File: src/tmr8_pkg.sv
// Purpose: Shared constants and types for the 8-bit waveform timer.
// Assumes: Register indices are word indices; byte address = 4 * index.
// Notes:   All field positions, reset values and prescale masks live here.

package tmr8_pkg;

    // ************************************************
    // Register word indices (haddr[9:2])
    // ************************************************
    localparam logic [7:0] TMR8_IDX_CTRLA = 8'h24;
    localparam logic [7:0] TMR8_IDX_CTRLB = 8'h25;
    localparam logic [7:0] TMR8_IDX_COUNT = 8'h26;
    localparam logic [7:0] TMR8_IDX_CMPA  = 8'h27;
    localparam logic [7:0] TMR8_IDX_PIN   = 8'h28;
    localparam logic [7:0] TMR8_IDX_FLAGS = 8'h15;

    // ************************************************
    // Field positions
    // ************************************************
    localparam int TMR8_CTRLA_COM_LO = 6;
    localparam int TMR8_CTRLA_WGM_LO = 0;
    localparam int TMR8_CTRLB_WGM_HI = 3;
    localparam int TMR8_CTRLB_CS_LO  = 0;
    localparam int TMR8_FLAG_OVF     = 0;
    localparam int TMR8_FLAG_MATCH   = 1;
    localparam int TMR8_PIN_DATA     = 0;
    localparam int TMR8_PIN_DIR      = 1;

    // ************************************************
    // Values
    // ************************************************
    localparam logic [7:0] TMR8_MAX    = 8'hFF;
    localparam logic [7:0] TMR8_BOTTOM = 8'h00;
    localparam logic [7:0] TMR8_REG_RESET = 8'h00;

    // Waveform mode codes
    localparam logic [2:0] TMR8_MODE_NORMAL = 3'h0;
    localparam logic [2:0] TMR8_MODE_PC_MAX = 3'h1;
    localparam logic [2:0] TMR8_MODE_CTC    = 3'h2;
    localparam logic [2:0] TMR8_MODE_FP_MAX = 3'h3;
    localparam logic [2:0] TMR8_MODE_PC_CMP = 3'h5;
    localparam logic [2:0] TMR8_MODE_FP_CMP = 3'h7;

    // Clock select codes and prescaler masks (tick when low bits all ones)
    localparam logic [2:0] TMR8_CS_DIV1    = 3'h1;
    localparam logic [2:0] TMR8_CS_DIV8    = 3'h2;
    localparam logic [2:0] TMR8_CS_DIV64   = 3'h3;
    localparam logic [2:0] TMR8_CS_DIV256  = 3'h4;
    localparam logic [2:0] TMR8_CS_DIV1024 = 3'h5;
    localparam logic [9:0] TMR8_PRE_M8     = 10'h007;
    localparam logic [9:0] TMR8_PRE_M64    = 10'h03F;
    localparam logic [9:0] TMR8_PRE_M256   = 10'h0FF;
    localparam logic [9:0] TMR8_PRE_M1024  = 10'h3FF;

    // ************************************************
    // Types
    // ************************************************
    typedef struct packed {
        logic out;  // Level driven onto the pin
        logic oe;   // Pin driver enable
    } tmr8_pin_t;

    typedef struct packed {
        logic [1:0]  com;
        logic [1:0]  wgmLow;
        logic        wgmHigh;
        logic [2:0]  clkSel;
        logic [7:0]  cnt;
        logic        cntDown;
        logic [7:0]  ocrBuf;
        logic [7:0]  ocrAct;
        logic        oc;
        logic        ovfFlag;
        logic        matchFlag;
        logic        blockMatch;
        logic [9:0]  pre;
        logic        pinData;
        logic        pinDir;
        logic        pinOut;
        logic        apValid;
        logic        apWrite;
        logic [7:0]  apIdx;
        logic [31:0] rdata;
    } tmr8_state_t;

endpackage : tmr8_pkg

File: src/tmr8_wave_timer.sv
// Purpose: 8-bit timer/counter with waveform generation on compare output A.
// Assumes: Single 200 MHz clock; AHB-Lite slave, zero wait states.
// Notes:   Read data is captured in the address phase of a read.
//
// What this block does
// Modes 1 and 5 count up to TOP then down to bottom, repeating.
// Phase correct TOP is 0xFF in mode 1, compare A in mode 5.
// Phase correct non-inverting: clear on up match, set on down match.
// Counter holds TOP for one tick, then counts down.
// Phase correct sets the overflow flag each time bottom is reached.
// Phase correct: code 2 normal PWM, 3 inverted, 1 toggles only if high mode bit.
// Compare at bottom gives steady low, at MAX steady high (non-inverted).
// Output forced at bottom for symmetry when a match was missed or changed.
// Phase correct with TOP 0xFF has a 510-tick period.
// Timer tick is the clock divided by 1, 8, 64, 256 or 1024.
// Tick is a clock enable on the single clock; flags set with it.
// Nonzero output mode takes the pin over, except toggle code in PWM without high mode bit; driver enabled by direction bit.
// Non-PWM output mode: disconnect, toggle, clear or set on match.
// Fast PWM: code 2 clears on match sets at bottom; code 3 opposite.
// Fast PWM with compare at TOP ignores match, acts at bottom.
// Phase correct with compare at TOP ignores match, acts at TOP.
// Three-bit mode decodes normal, phase correct, CLEAR_ON_MATCH_MODE, fast PWM; 4 and 6 reserved.
// Compare loads at once in normal and CLEAR_ON_MATCH_MODE, only at TOP in PWM.
// Overflow at MAX in 0, 2, 3; at bottom in 1, 5; at TOP in 7.
// Unused control A bits between the fields read as zero.
// High mode bit sits at bit 3 of control B and joins the low bits.
//
// Decided for this implementation: the AHB-Lite slave port.

`timescale 1ns/100ps

module tmr8_wave_timer
    import tmr8_pkg::*;
(
    input  wire logic        clk,        // 200 MHz clock
    input  wire logic        reset,      // Async reset, active high
    input  wire logic        hsel,       // AHB slave select
    input  wire logic [31:0] haddr,      // AHB address
    input  wire logic [1:0]  htrans,     // AHB transfer type
    input  wire logic        hwrite,     // AHB write
    input  wire logic [2:0]  hsize,      // AHB size, word only
    input  wire logic        hready,     // AHB ready in
    input  wire logic [31:0] hwdata,     // AHB write data
    output logic      [31:0] hrdata,     // AHB read data
    output logic             hreadyout,  // AHB ready out
    output logic             hresp,      // AHB response, always OKAY
    output tmr8_pin_t        pin         // Pin level and driver enable
);

    // ************************************************
    // State
    // ************************************************
    tmr8_state_t s_r;
    tmr8_state_t s_nxt;

    logic [2:0] mode;
    logic       isPc;
    logic       isFast;
    logic       isPwm;
    logic       ocrIsTop;
    logic [7:0] top;
    logic       tick;
    logic       atTop;
    logic       atBot;
    logic       match;
    logic       busWr;
    logic [7:0] wd;
    logic       connected;

    // Register read mux, reserved bits zero
    function automatic logic [31:0] readReg(input logic [7:0] idx, input tmr8_state_t s);
        logic [7:0] v;
        v = 8'h00;
        case (idx)
            TMR8_IDX_CTRLA: v = {s.com, 4'h0, s.wgmLow};
            TMR8_IDX_CTRLB: v = {4'h0, s.wgmHigh, s.clkSel};
            TMR8_IDX_COUNT: v = s.cnt;
            TMR8_IDX_CMPA:  v = s.ocrBuf;
            TMR8_IDX_FLAGS: v = {6'h00, s.matchFlag, s.ovfFlag};
            TMR8_IDX_PIN:   v = {6'h00, s.pinDir, s.pinData};
            default:        v = 8'h00;
        endcase
        return {24'h000000, v};
    endfunction : readReg

    // ************************************************
    // Mode decode
    // ************************************************

    // Three-bit mode from both control registers
    always_comb
    begin
        mode     = {s_r.wgmHigh, s_r.wgmLow};
        isPc     = (mode == TMR8_MODE_PC_MAX) || (mode == TMR8_MODE_PC_CMP);
        isFast   = (mode == TMR8_MODE_FP_MAX) || (mode == TMR8_MODE_FP_CMP);
        isPwm    = isPc || isFast;
        ocrIsTop = (mode == TMR8_MODE_CTC) || (mode == TMR8_MODE_PC_CMP)
                   || (mode == TMR8_MODE_FP_CMP);
        top      = ocrIsTop ? s_r.ocrAct : TMR8_MAX;
        atTop    = (s_r.cnt == top);
        atBot    = (s_r.cnt == TMR8_BOTTOM);
        match    = (s_r.cnt == s_r.ocrAct) && !s_r.blockMatch;
    end

    // ************************************************
    // Prescaler tick
    // ************************************************

    // Tick is an enable, never a clock, so all logic stays on clk
    // Masks test only the low prescaler bits, so one counter serves
    // every division; a new select may give a short first tick period.
    // Reserved select codes stop the timer rather than guess a rate.
    always_comb
    begin
        case (s_r.clkSel)
            TMR8_CS_DIV1:    tick = 1'b1;
            TMR8_CS_DIV8:    tick = (s_r.pre & TMR8_PRE_M8) == TMR8_PRE_M8;
            TMR8_CS_DIV64:   tick = (s_r.pre & TMR8_PRE_M64) == TMR8_PRE_M64;
            TMR8_CS_DIV256:  tick = (s_r.pre & TMR8_PRE_M256) == TMR8_PRE_M256;
            TMR8_CS_DIV1024: tick = (s_r.pre & TMR8_PRE_M1024) == TMR8_PRE_M1024;
            default:         tick = 1'b0;                           // Stopped or reserved
        endcase
    end

    // ************************************************
    // Next state
    // ************************************************

    // Order of work inside this process matters:
    //   1. Prescaler advances every cycle while selected
    //   2. Flag clears from the bus are applied first
    //   3. Tick-driven counting, flags and waveform follow,
    //      so a hardware set wins over a software clear
    //   4. Register writes follow them and beat the tick,
    //      so software always sees what it wrote
    //   5. Address phase capture and pin takeover close it
    //
    // Counting
    //   Phase correct runs 0 up to TOP and back down to 0.
    //   TOP and bottom each show for exactly one tick.
    //   Single slope modes wrap from TOP to bottom.
    //   A TOP lowered below the count lets it run to MAX.
    //
    // Compare output
    //   Non-PWM modes act only on a match.
    //   Fast PWM acts on the match and on the wrap from TOP.
    //   Phase correct acts on the up and down matches, and
    //   forces the down-match level at bottom to stay
    //   symmetric when a match was skipped.
    //
    // Compare buffer
    //   Writes land in the buffer at once; the active
    //   comparator takes them at once outside PWM, and at
    //   TOP in PWM to avoid glitched pulses mid-period.
    //
    // Limitation: a counter write while running may skip a
    // match; the blocked match only covers the next tick.
    //
    // Pin
    //   Output mode zero hands the pin to the data bit.
    //   Toggle code in PWM without the high mode bit also
    //   leaves the pin to the data bit.
    //   The driver enable is the direction bit alone.
    always_comb
    begin
        s_nxt = s_r;
        busWr = s_r.apValid && s_r.apWrite;
        wd    = hwdata[7:0];

        // Free-running prescaler; stopped timer keeps it at zero
        s_nxt.pre = (s_r.clkSel == 3'h0) ? 10'h000 : s_r.pre + 10'h001;

        // Flag clears by writing one; a set below still wins
        if (busWr && s_r.apIdx == TMR8_IDX_FLAGS)
        begin
            if (wd[TMR8_FLAG_OVF])
                s_nxt.ovfFlag = 1'b0;
            if (wd[TMR8_FLAG_MATCH])
                s_nxt.matchFlag = 1'b0;
        end

        // Counting on each timer tick
        if (tick)
        begin
            s_nxt.blockMatch = 1'b0;
            if (isPc)
            begin
                if (!s_r.cntDown)
                begin
                    if (atTop)
                    begin
                        // TOP shows for this one tick, then the slope turns
                        s_nxt.cntDown = 1'b1;
                        s_nxt.cnt     = (top == TMR8_BOTTOM) ? s_r.cnt : s_r.cnt - 8'h01;
                    end
                    else
                        s_nxt.cnt = s_r.cnt + 8'h01;
                end
                else if (atBot)
                begin
                    // Bottom is held one tick: 255 up plus 255 down = 510
                    s_nxt.cntDown = 1'b0;
                    s_nxt.cnt     = (top == TMR8_BOTTOM) ? s_r.cnt : s_r.cnt + 8'h01;
                end
                else
                    s_nxt.cnt = s_r.cnt - 8'h01;
            end
            else
            begin
                // Single slope; past a lowered TOP it runs to MAX and wraps
                s_nxt.cntDown = 1'b0;
                s_nxt.cnt     = atTop ? TMR8_BOTTOM : s_r.cnt + 8'h01;
            end

            // Overflow flag per mode
            if ((isPc && s_r.cntDown && atBot)
                || (mode == TMR8_MODE_FP_CMP && atTop)
                || (!isPc && mode != TMR8_MODE_FP_CMP && s_r.cnt == TMR8_MAX))
                s_nxt.ovfFlag = 1'b1;

            if (match)
                s_nxt.matchFlag = 1'b1;

            // Double buffer reloads at TOP in PWM modes
            if (isPwm && atTop)
                s_nxt.ocrAct = s_r.ocrBuf;

            // Compare output waveform
            if (!isPwm)
            begin
                if (match && s_r.com == 2'b01)
                    s_nxt.oc = ~s_r.oc;
                else if (match && s_r.com[1])
                    s_nxt.oc = s_r.com[0];
            end
            else if (s_r.com == 2'b01)
            begin
                if (match && s_r.wgmHigh)
                    s_nxt.oc = ~s_r.oc;
            end
            else if (s_r.com[1] && isFast)
            begin
                if (atTop)
                    s_nxt.oc = ~s_r.com[0];
                else if (match && s_r.ocrAct != top)
                    s_nxt.oc = s_r.com[0];
            end
            else if (s_r.com[1])
            begin
                if (s_r.ocrAct == top)
                begin
                    // Match ignored; level taken at TOP gives a steady output
                    if (atTop && !s_r.cntDown)
                        s_nxt.oc = ~s_r.com[0];
                end
                else if (match && (!s_r.cntDown || atBot))
                    s_nxt.oc = s_r.com[0];
                else if (match)
                    s_nxt.oc = ~s_r.com[0];
                else if (s_r.cntDown && atBot)
                    // Start each up slope from the down-match level
                    s_nxt.oc = ~s_r.com[0];
            end
        end

        // Register writes in the data phase
        if (busWr)
        begin
            case (s_r.apIdx)
                TMR8_IDX_CTRLA:
                begin
                    s_nxt.com    = wd[TMR8_CTRLA_COM_LO +: 2];
                    s_nxt.wgmLow = wd[TMR8_CTRLA_WGM_LO +: 2];
                end
                TMR8_IDX_CTRLB:
                begin
                    s_nxt.wgmHigh = wd[TMR8_CTRLB_WGM_HI];
                    s_nxt.clkSel  = wd[TMR8_CTRLB_CS_LO +: 3];
                end
                TMR8_IDX_COUNT:
                begin
                    // Software write beats the tick and hides the next match
                    s_nxt.cnt        = wd;
                    s_nxt.blockMatch = 1'b1;
                end
                TMR8_IDX_CMPA:
                begin
                    s_nxt.ocrBuf = wd;
                    if (!isPwm)
                        s_nxt.ocrAct = wd;
                end
                TMR8_IDX_PIN:
                begin
                    s_nxt.pinData = wd[TMR8_PIN_DATA];
                    s_nxt.pinDir  = wd[TMR8_PIN_DIR];
                end
                default:
                begin
                end
            endcase
        end

        // Address phase capture; read data taken from current state
        s_nxt.apValid = hsel && htrans[1] && hready;
        s_nxt.apWrite = hwrite;
        s_nxt.apIdx   = (haddr[31:10] == 22'h000000) ? haddr[9:2] : 8'h00;
        if (hsel && htrans[1] && hready && !hwrite)
            s_nxt.rdata = readReg(s_nxt.apIdx, s_r);

        // Pin takeover from the output mode
        connected = (s_nxt.com != 2'b00)
                    && !((s_nxt.wgmLow[0] || s_nxt.wgmLow[1]) && s_nxt.wgmLow != 2'b10
                         && s_nxt.com == 2'b01 && !s_nxt.wgmHigh);
        s_nxt.pinOut = connected ? s_nxt.oc : s_nxt.pinData;
    end

    // ************************************************
    // Registers
    // ************************************************

    // Whole state in one register; reset clears everything
    always_ff @(posedge clk or posedge reset)
    begin
        if (reset)
            s_r <= '0;
        else
            s_r <= s_nxt;
    end

    // ************************************************
    // Outputs
    // ************************************************

    // Zero wait states, so the slave is always ready
    // Read data comes from a flop, so a read right after a
    // write to the same register shows the old value.
    assign hreadyout = 1'b1;
    assign hresp     = 1'b0;
    assign hrdata    = s_r.rdata;
    assign pin.out   = s_r.pinOut;
    assign pin.oe    = s_r.pinDir;

endmodule : tmr8_wave_timer

File: config.mk
export PLATFORM = sky130hd
export DESIGN_NAME = tmr8_wave_timer
export DESIGN_NICKNAME = d
export VERILOG_FILES = /design/src/tmr8_pkg.sv /design/src/tmr8_wave_timer.sv
export SDC_FILE = /design/constraint.sdc
export NUM_CORES = 1
export LEC_CHECK = 0
export CORE_UTILIZATION = 58
export CTS_BUF_LIST = sky130_fd_sc_hd__clkbuf_16
export CTS_CLUSTER_SIZE = 8
export DETAILED_ROUTE_END_ITERATION = 8
export DONT_BUFFER_PORTS = 1
export GPL_ROUTABILITY_DRIVEN = 0
export PLACE_DENSITY = 0.76
export SYNTH_ARGS = -nofsm -noshare
export SYNTH_HDL_FRONTEND = slang
export SYNTH_SLANG_ARGS = --single-unit
export TNS_END_PERCENT = 5
File: constraint.sdc
create_clock -name clk -period 2.4 [get_ports clk]
set_input_delay 0.24 -clock clk [delete_from_list [all_inputs] [get_ports clk]]
set_output_delay 0.24 -clock clk [all_outputs]
set_load 0.02 [all_outputs]
## Yosys cells after proc, flatten, opt, wreduce, memory -nomap -nowiden

Index checks and enable logic that the tools add are counted.

| storage, ports and cells | value |
|---|---|
| output and inout bits | 36 |
| logic and storage cells | 155 |
| bits in registers | 68 |
| bits of input ports | 74 |

| operators by class | value |
|---|---|
| equality and inequality tests | 35 |
| mux-type cells | 48 |
| reduce and logical (&&, ||, !) cells | 47 |
| add/sub/neg operators | 3 |
| bitwise gates (word level) | 2 |

Operator list:

| operator | count |
|---|---|
| $mux 8 | 12 |
| $eq 8x6->1 const B | 10 |
| $pmux 8 s6 | 1 |
| $mux 9 | 3 |
| $eq 8x8->1 | 3 |
| $logic_and 1x1->1 | 24 |
| $mux 1 | 23 |
| $logic_not 22->1 | 1 |
| $eq 8x5->1 const B | 2 |
| $eq 8x8->1 const B | 2 |
| $logic_not 8->1 | 2 |
| $mux 16 | 1 |
| $eq 3x3->1 const B | 5 |
| $eq 3x2->1 const B | 4 |
| $mux 12 | 1 |
| $add 10x1->10 const B | 1 |
| $eq 10x10->1 const B | 1 |
| $mux 10 | 1 |
| $logic_or 1x1->1 | 9 |
| $add 8x1->8 const B | 1 |
| $mux 4 | 2 |
| $ne 8x8->1 | 1 |
| $sub 8x1->8 const B | 1 |
| $eq 3x1->1 const B | 2 |
| other kinds (11) | 22 |

## Depth between registers and ports, before layout

| depth | value |
|---|---|
| depth after elaboration | 19 |
| depth in mapped cells | 10 |
| mapped depth without buffers | 9 |

## Least setup slack after synthesis

No wires, ideal clock.

| timing | value |
|---|---|
| kind | register to register |
| start point | register s_r[77] (netlist bit) |
| end point | register s_r[77] (netlist bit) |
| path buffers | 1 |
| setup time | 0.077 ns |
| arrival time | 2.505 ns |
| path slack | -0.183 ns |
| data required time | 2.323 ns |
| stages on the path, launching flop included | 11 |
| clock period less this slack | 2.583 ns |
| cells stage by stage | dfrtp_1 > clkbuf_1 > inv_1 > ha_1 > or4b_4 > nor4_4 > nand2_2 > o32a_1 > o211ai_1 > a32oi_1 > a21oi_1 |

RTL lines:

| item | RTL line | RTL |
|---|---|---|
| from (decl) | tmr8_wave_timer.sv:53 | `tmr8_state_t s_r;` |
| from (signal assigned) | tmr8_wave_timer.sv:327 | `s_r <= s_nxt;` |

==> metrics <==
global route overflow 0; Placement Rows 31; post-route ant nets 0; P_leak roughly 2.1 nW; IO Count 110; distinct cell type count after synthesis 75; initial DRC count approximately 330; maximum net fanout on the critical path 7; Std-Cell Core Area roughly 0.0073 mm2; failing checks negative setup slack; first-pass GRT wire length between 15000 and 20000 um; Syn-to-layout area delta 14.2%; dpl hpwl just over 8000 um; endpoints failing setup 3; clock network latency to the later pin of the worst-skew pair 0.33 ns; data arrival time of the critical path between 2 and 3 ns; die width 89.6 um; Post-synth EDFFs 0; TritonCTS clock tree yes; sort of element at the end of the critical path register; Total Power between 4 and 5 mW; final count of pins violating max slew 0; Tot GR Track Use 0.307; relative max-transition margin 0.426; status complete, but fails checks; worst-case hold slack around 0.037 ns; Detailed Route WL ~12000 um; worst-case clock buffer depth 2; Layout Skew 0.00494 ns; sinks on the clock net 68; wire length per cell 19.2 um; share of async-settable or async-resettable flops after synthesis 1.00; Final WS setup -0.120 ns; r2r setup slk -0.12 ns; final-stage net count a little under 600; Post-DP Area ~0.0046 mm2; number of hold violations in the final report 0; Tightest Hold Check Type in2async; Post-Layout Inst Area ~0.0051 mm2; summed instance area of the synthesized netlist ~0.0045 mm2; detailed-route DRC error count 0; via density per instance between 6 and 7; number of cells in the finished layout apart from fillers 610; maximum number of pins on one net before global-route repair ~70; R2R cell count 10; CTS HTree Levels 3; initial core utilization 0.607; master cell of the clock root buffer sky130_fd_sc_hd__clkbuf_16; via count of the first global-routing pass approximately 3700; final critical delay including setup and external delays 2.52 ns; average cell area after synthesis slightly above 9 um2; die outline area between 0.008 and 0.009 mm2; required arrival time at the worst endpoint about 2.6 ns; number of antenna violations at the first check in global routing 0; power density over the cells approximately 840 mW/mm2; part of the Yosys area used for sequential elements 0.382; number of warning messages in the yosys log 0; launching element type of the critical path register; Reg2Reg Capture Point s_r[82]$_DFF_PP0_; final worst path period share 1.05; number of detailed-route iterations in the first pass 6; classification of the worst setup path reg2reg; number of buffers added by the clock tree synthesis step 9; Highest Clock Rate 397 MHz; clock-pin slew on the worst setup and hold paths ~0.060 ns; share of post-route cells with drive strength above 1 0.215; post-synthesis register bit count just under 70; Tightest Pin Transition between 0.8 and 0.9 ns; # placed instances a little under 600; total of max-cap violations 0; Setup crit start s_r[77]$_DFF_PP0_; end of the critical path s_r[82]$_DFF_PP0_; detailed-route via count approximately 4000; Buffers on Ports 0; DIE HEIGHT between 80 and 90 um; Post-Synthesis Cells between 400 and 500; final antenna diode count 0; critical register-to-register path startpoint s_r[77]$_DFF_PP0_; main flop type after synthesis sky130_fd_sc_hd__dfrtp_1; worst vdd rail ir drop between 0.0005 and 0.0006 V; unrepaired setup endpoints after global routing true
-- layout make-up --
cell class,count,area [um2]
Sequential cell,68,1700
Multi-Input combinational cell,370,2540
Tap cell,99,124
Timing Repair Buffer,43,337
Clock buffer,9,225
Fill cell,531,2250
Clock inverter,7,98.8
Inverter,14,57.6
-- how the worst min path moves through the flow --
stage / to
final: pin[0]$_DFFE_PP0P_
after global routing: s_r[36]$_DFF_PP0_
after CTS: s_r[35]$_DFF_PP0_
after detailed placement: s_r[40]$_DFF_PP0_
after global placement: s_r[40]$_DFF_PP0_
after floorplan: s_r[40]$_DFF_PP0_
-- layout by cell type (no fill, tap or decap), drive strengths merged, types with 13 or more instances in the layout --
cell   netlist  routed
nor2        43      43
dfrtp       68      68
inv         14      16
mux2        16      16
nand3       13      13
conb         2      26
nand2       37      37
a21oi       22      22
o21ai       21      21
buf         42      42
-- cell families (layout without fill, tap and decap cells) --
| logic type | count (synthesis) | in the layout | synth area share |
|---|---|---|---|
| XOR/XNOR | 18 | 18 | 0.0354 |
| AND/OR/NAND/NOR | 186 | 186 | 0.235 |
| adder cells (fa/ha/maj) | 4 | 4 | 0.0112 |
| multiplexers | 27 | 27 | 0.0652 |
| flip-flops | 68 | 68 | 0.382 |
| AO/OA/AOI/OAI | 109 | 109 | 0.174 |
| buffers and inverters | 72 | 73 | 0.0953 |
| other | 2 | 26 | 0.00169 |
-- report_power, final --
| part | internal (mW) | leakage, nW | switching (mW) |
|---|---|---|---|
| clock | 0.917 | 0.156 | 0.542 |
| sequential | 1.29 | 0.858 | 0.198 |
| combinational | 0.608 | 1.12 | 0.715 |
-- flip-flops by register name, indices dropped and copies added, names as in the netlist --
register and cells:
s_r 55, hrdata 8, pin 2, mode 3
-- what timing repair did --
item | in CTS | in global routing
resized for setup | 9 | 15
endpoints found under the hold margin | 1 | 0
buffers inserted | 0 | 2
endpoints found under the setup margin | 17 | 18
pin swaps | 7 | 4
hold buffers | 1 | 0
-- cell usage after synthesis (12+ instances only) --
library cell	count	area, um2
sky130_fd_sc_hd__nand2_1	36	135
sky130_fd_sc_hd__o21ai_0	20	100
sky130_fd_sc_hd__inv_1	14	52.6
sky130_fd_sc_hd__a21oi_1	22	110
sky130_fd_sc_hd__nand3_1	12	60.1
sky130_fd_sc_hd__nor2_1	43	161
sky130_fd_sc_hd__buf_4	36	270
sky130_fd_sc_hd__and2_1	12	75.1
sky130_fd_sc_hd__dfrtp_1	68	1700
sky130_fd_sc_hd__clkbuf_1	16	60.1
sky130_fd_sc_hd__mux2_2	16	180
sky130_fd_sc_hd__nand4_1	12	75.1
-- worst max-delay path: stages, from the launching register on --
cell and delay, ns:
sky130_fd_sc_hd__dfrtp_1 0.42, sky130_fd_sc_hd__inv_4 0.08, sky130_fd_sc_hd__ha_4 0.16, sky130_fd_sc_hd__or4b_4 0.49, sky130_fd_sc_hd__nor4_4 0.17, sky130_fd_sc_hd__buf_6 0.17
sky130_fd_sc_hd__nand2_2 0.07, sky130_fd_sc_hd__o32a_1 0.37, sky130_fd_sc_hd__nor2_1 0.13, sky130_fd_sc_hd__o21ai_1 0.08, sky130_fd_sc_hd__a31oi_1 0.27
-- metrics by stage --
step / TNS (ns) / utilization / setup slack (ns)
after floorplan: -0.953 / - / -0.143
after global placement: -0.233 / 0.629 / -0.0717
after detailed placement: -1.27 / 0.629 / -0.155
after global routing: -0.880 / 0.693 / -0.149
after CTS: -0.123 / 0.680 / -0.0509
final: -0.164 / 0.693 / -0.120
-- layer usage --
| metal | wire (um) | global-route usage | vias up |
|---|---|---|---|
| met1 | 4860 | 0.393 | 1921 |
| met3 | 939 | 0.0750 | 39 |
| met5 | 0 | 0 | - |
| li1 | - | - | 1775 |
| met4 | 458 | 0.162 | 0 |
| met2 | 5480 | 0.482 | 226 |
Power figures use the tool's default switching activity.
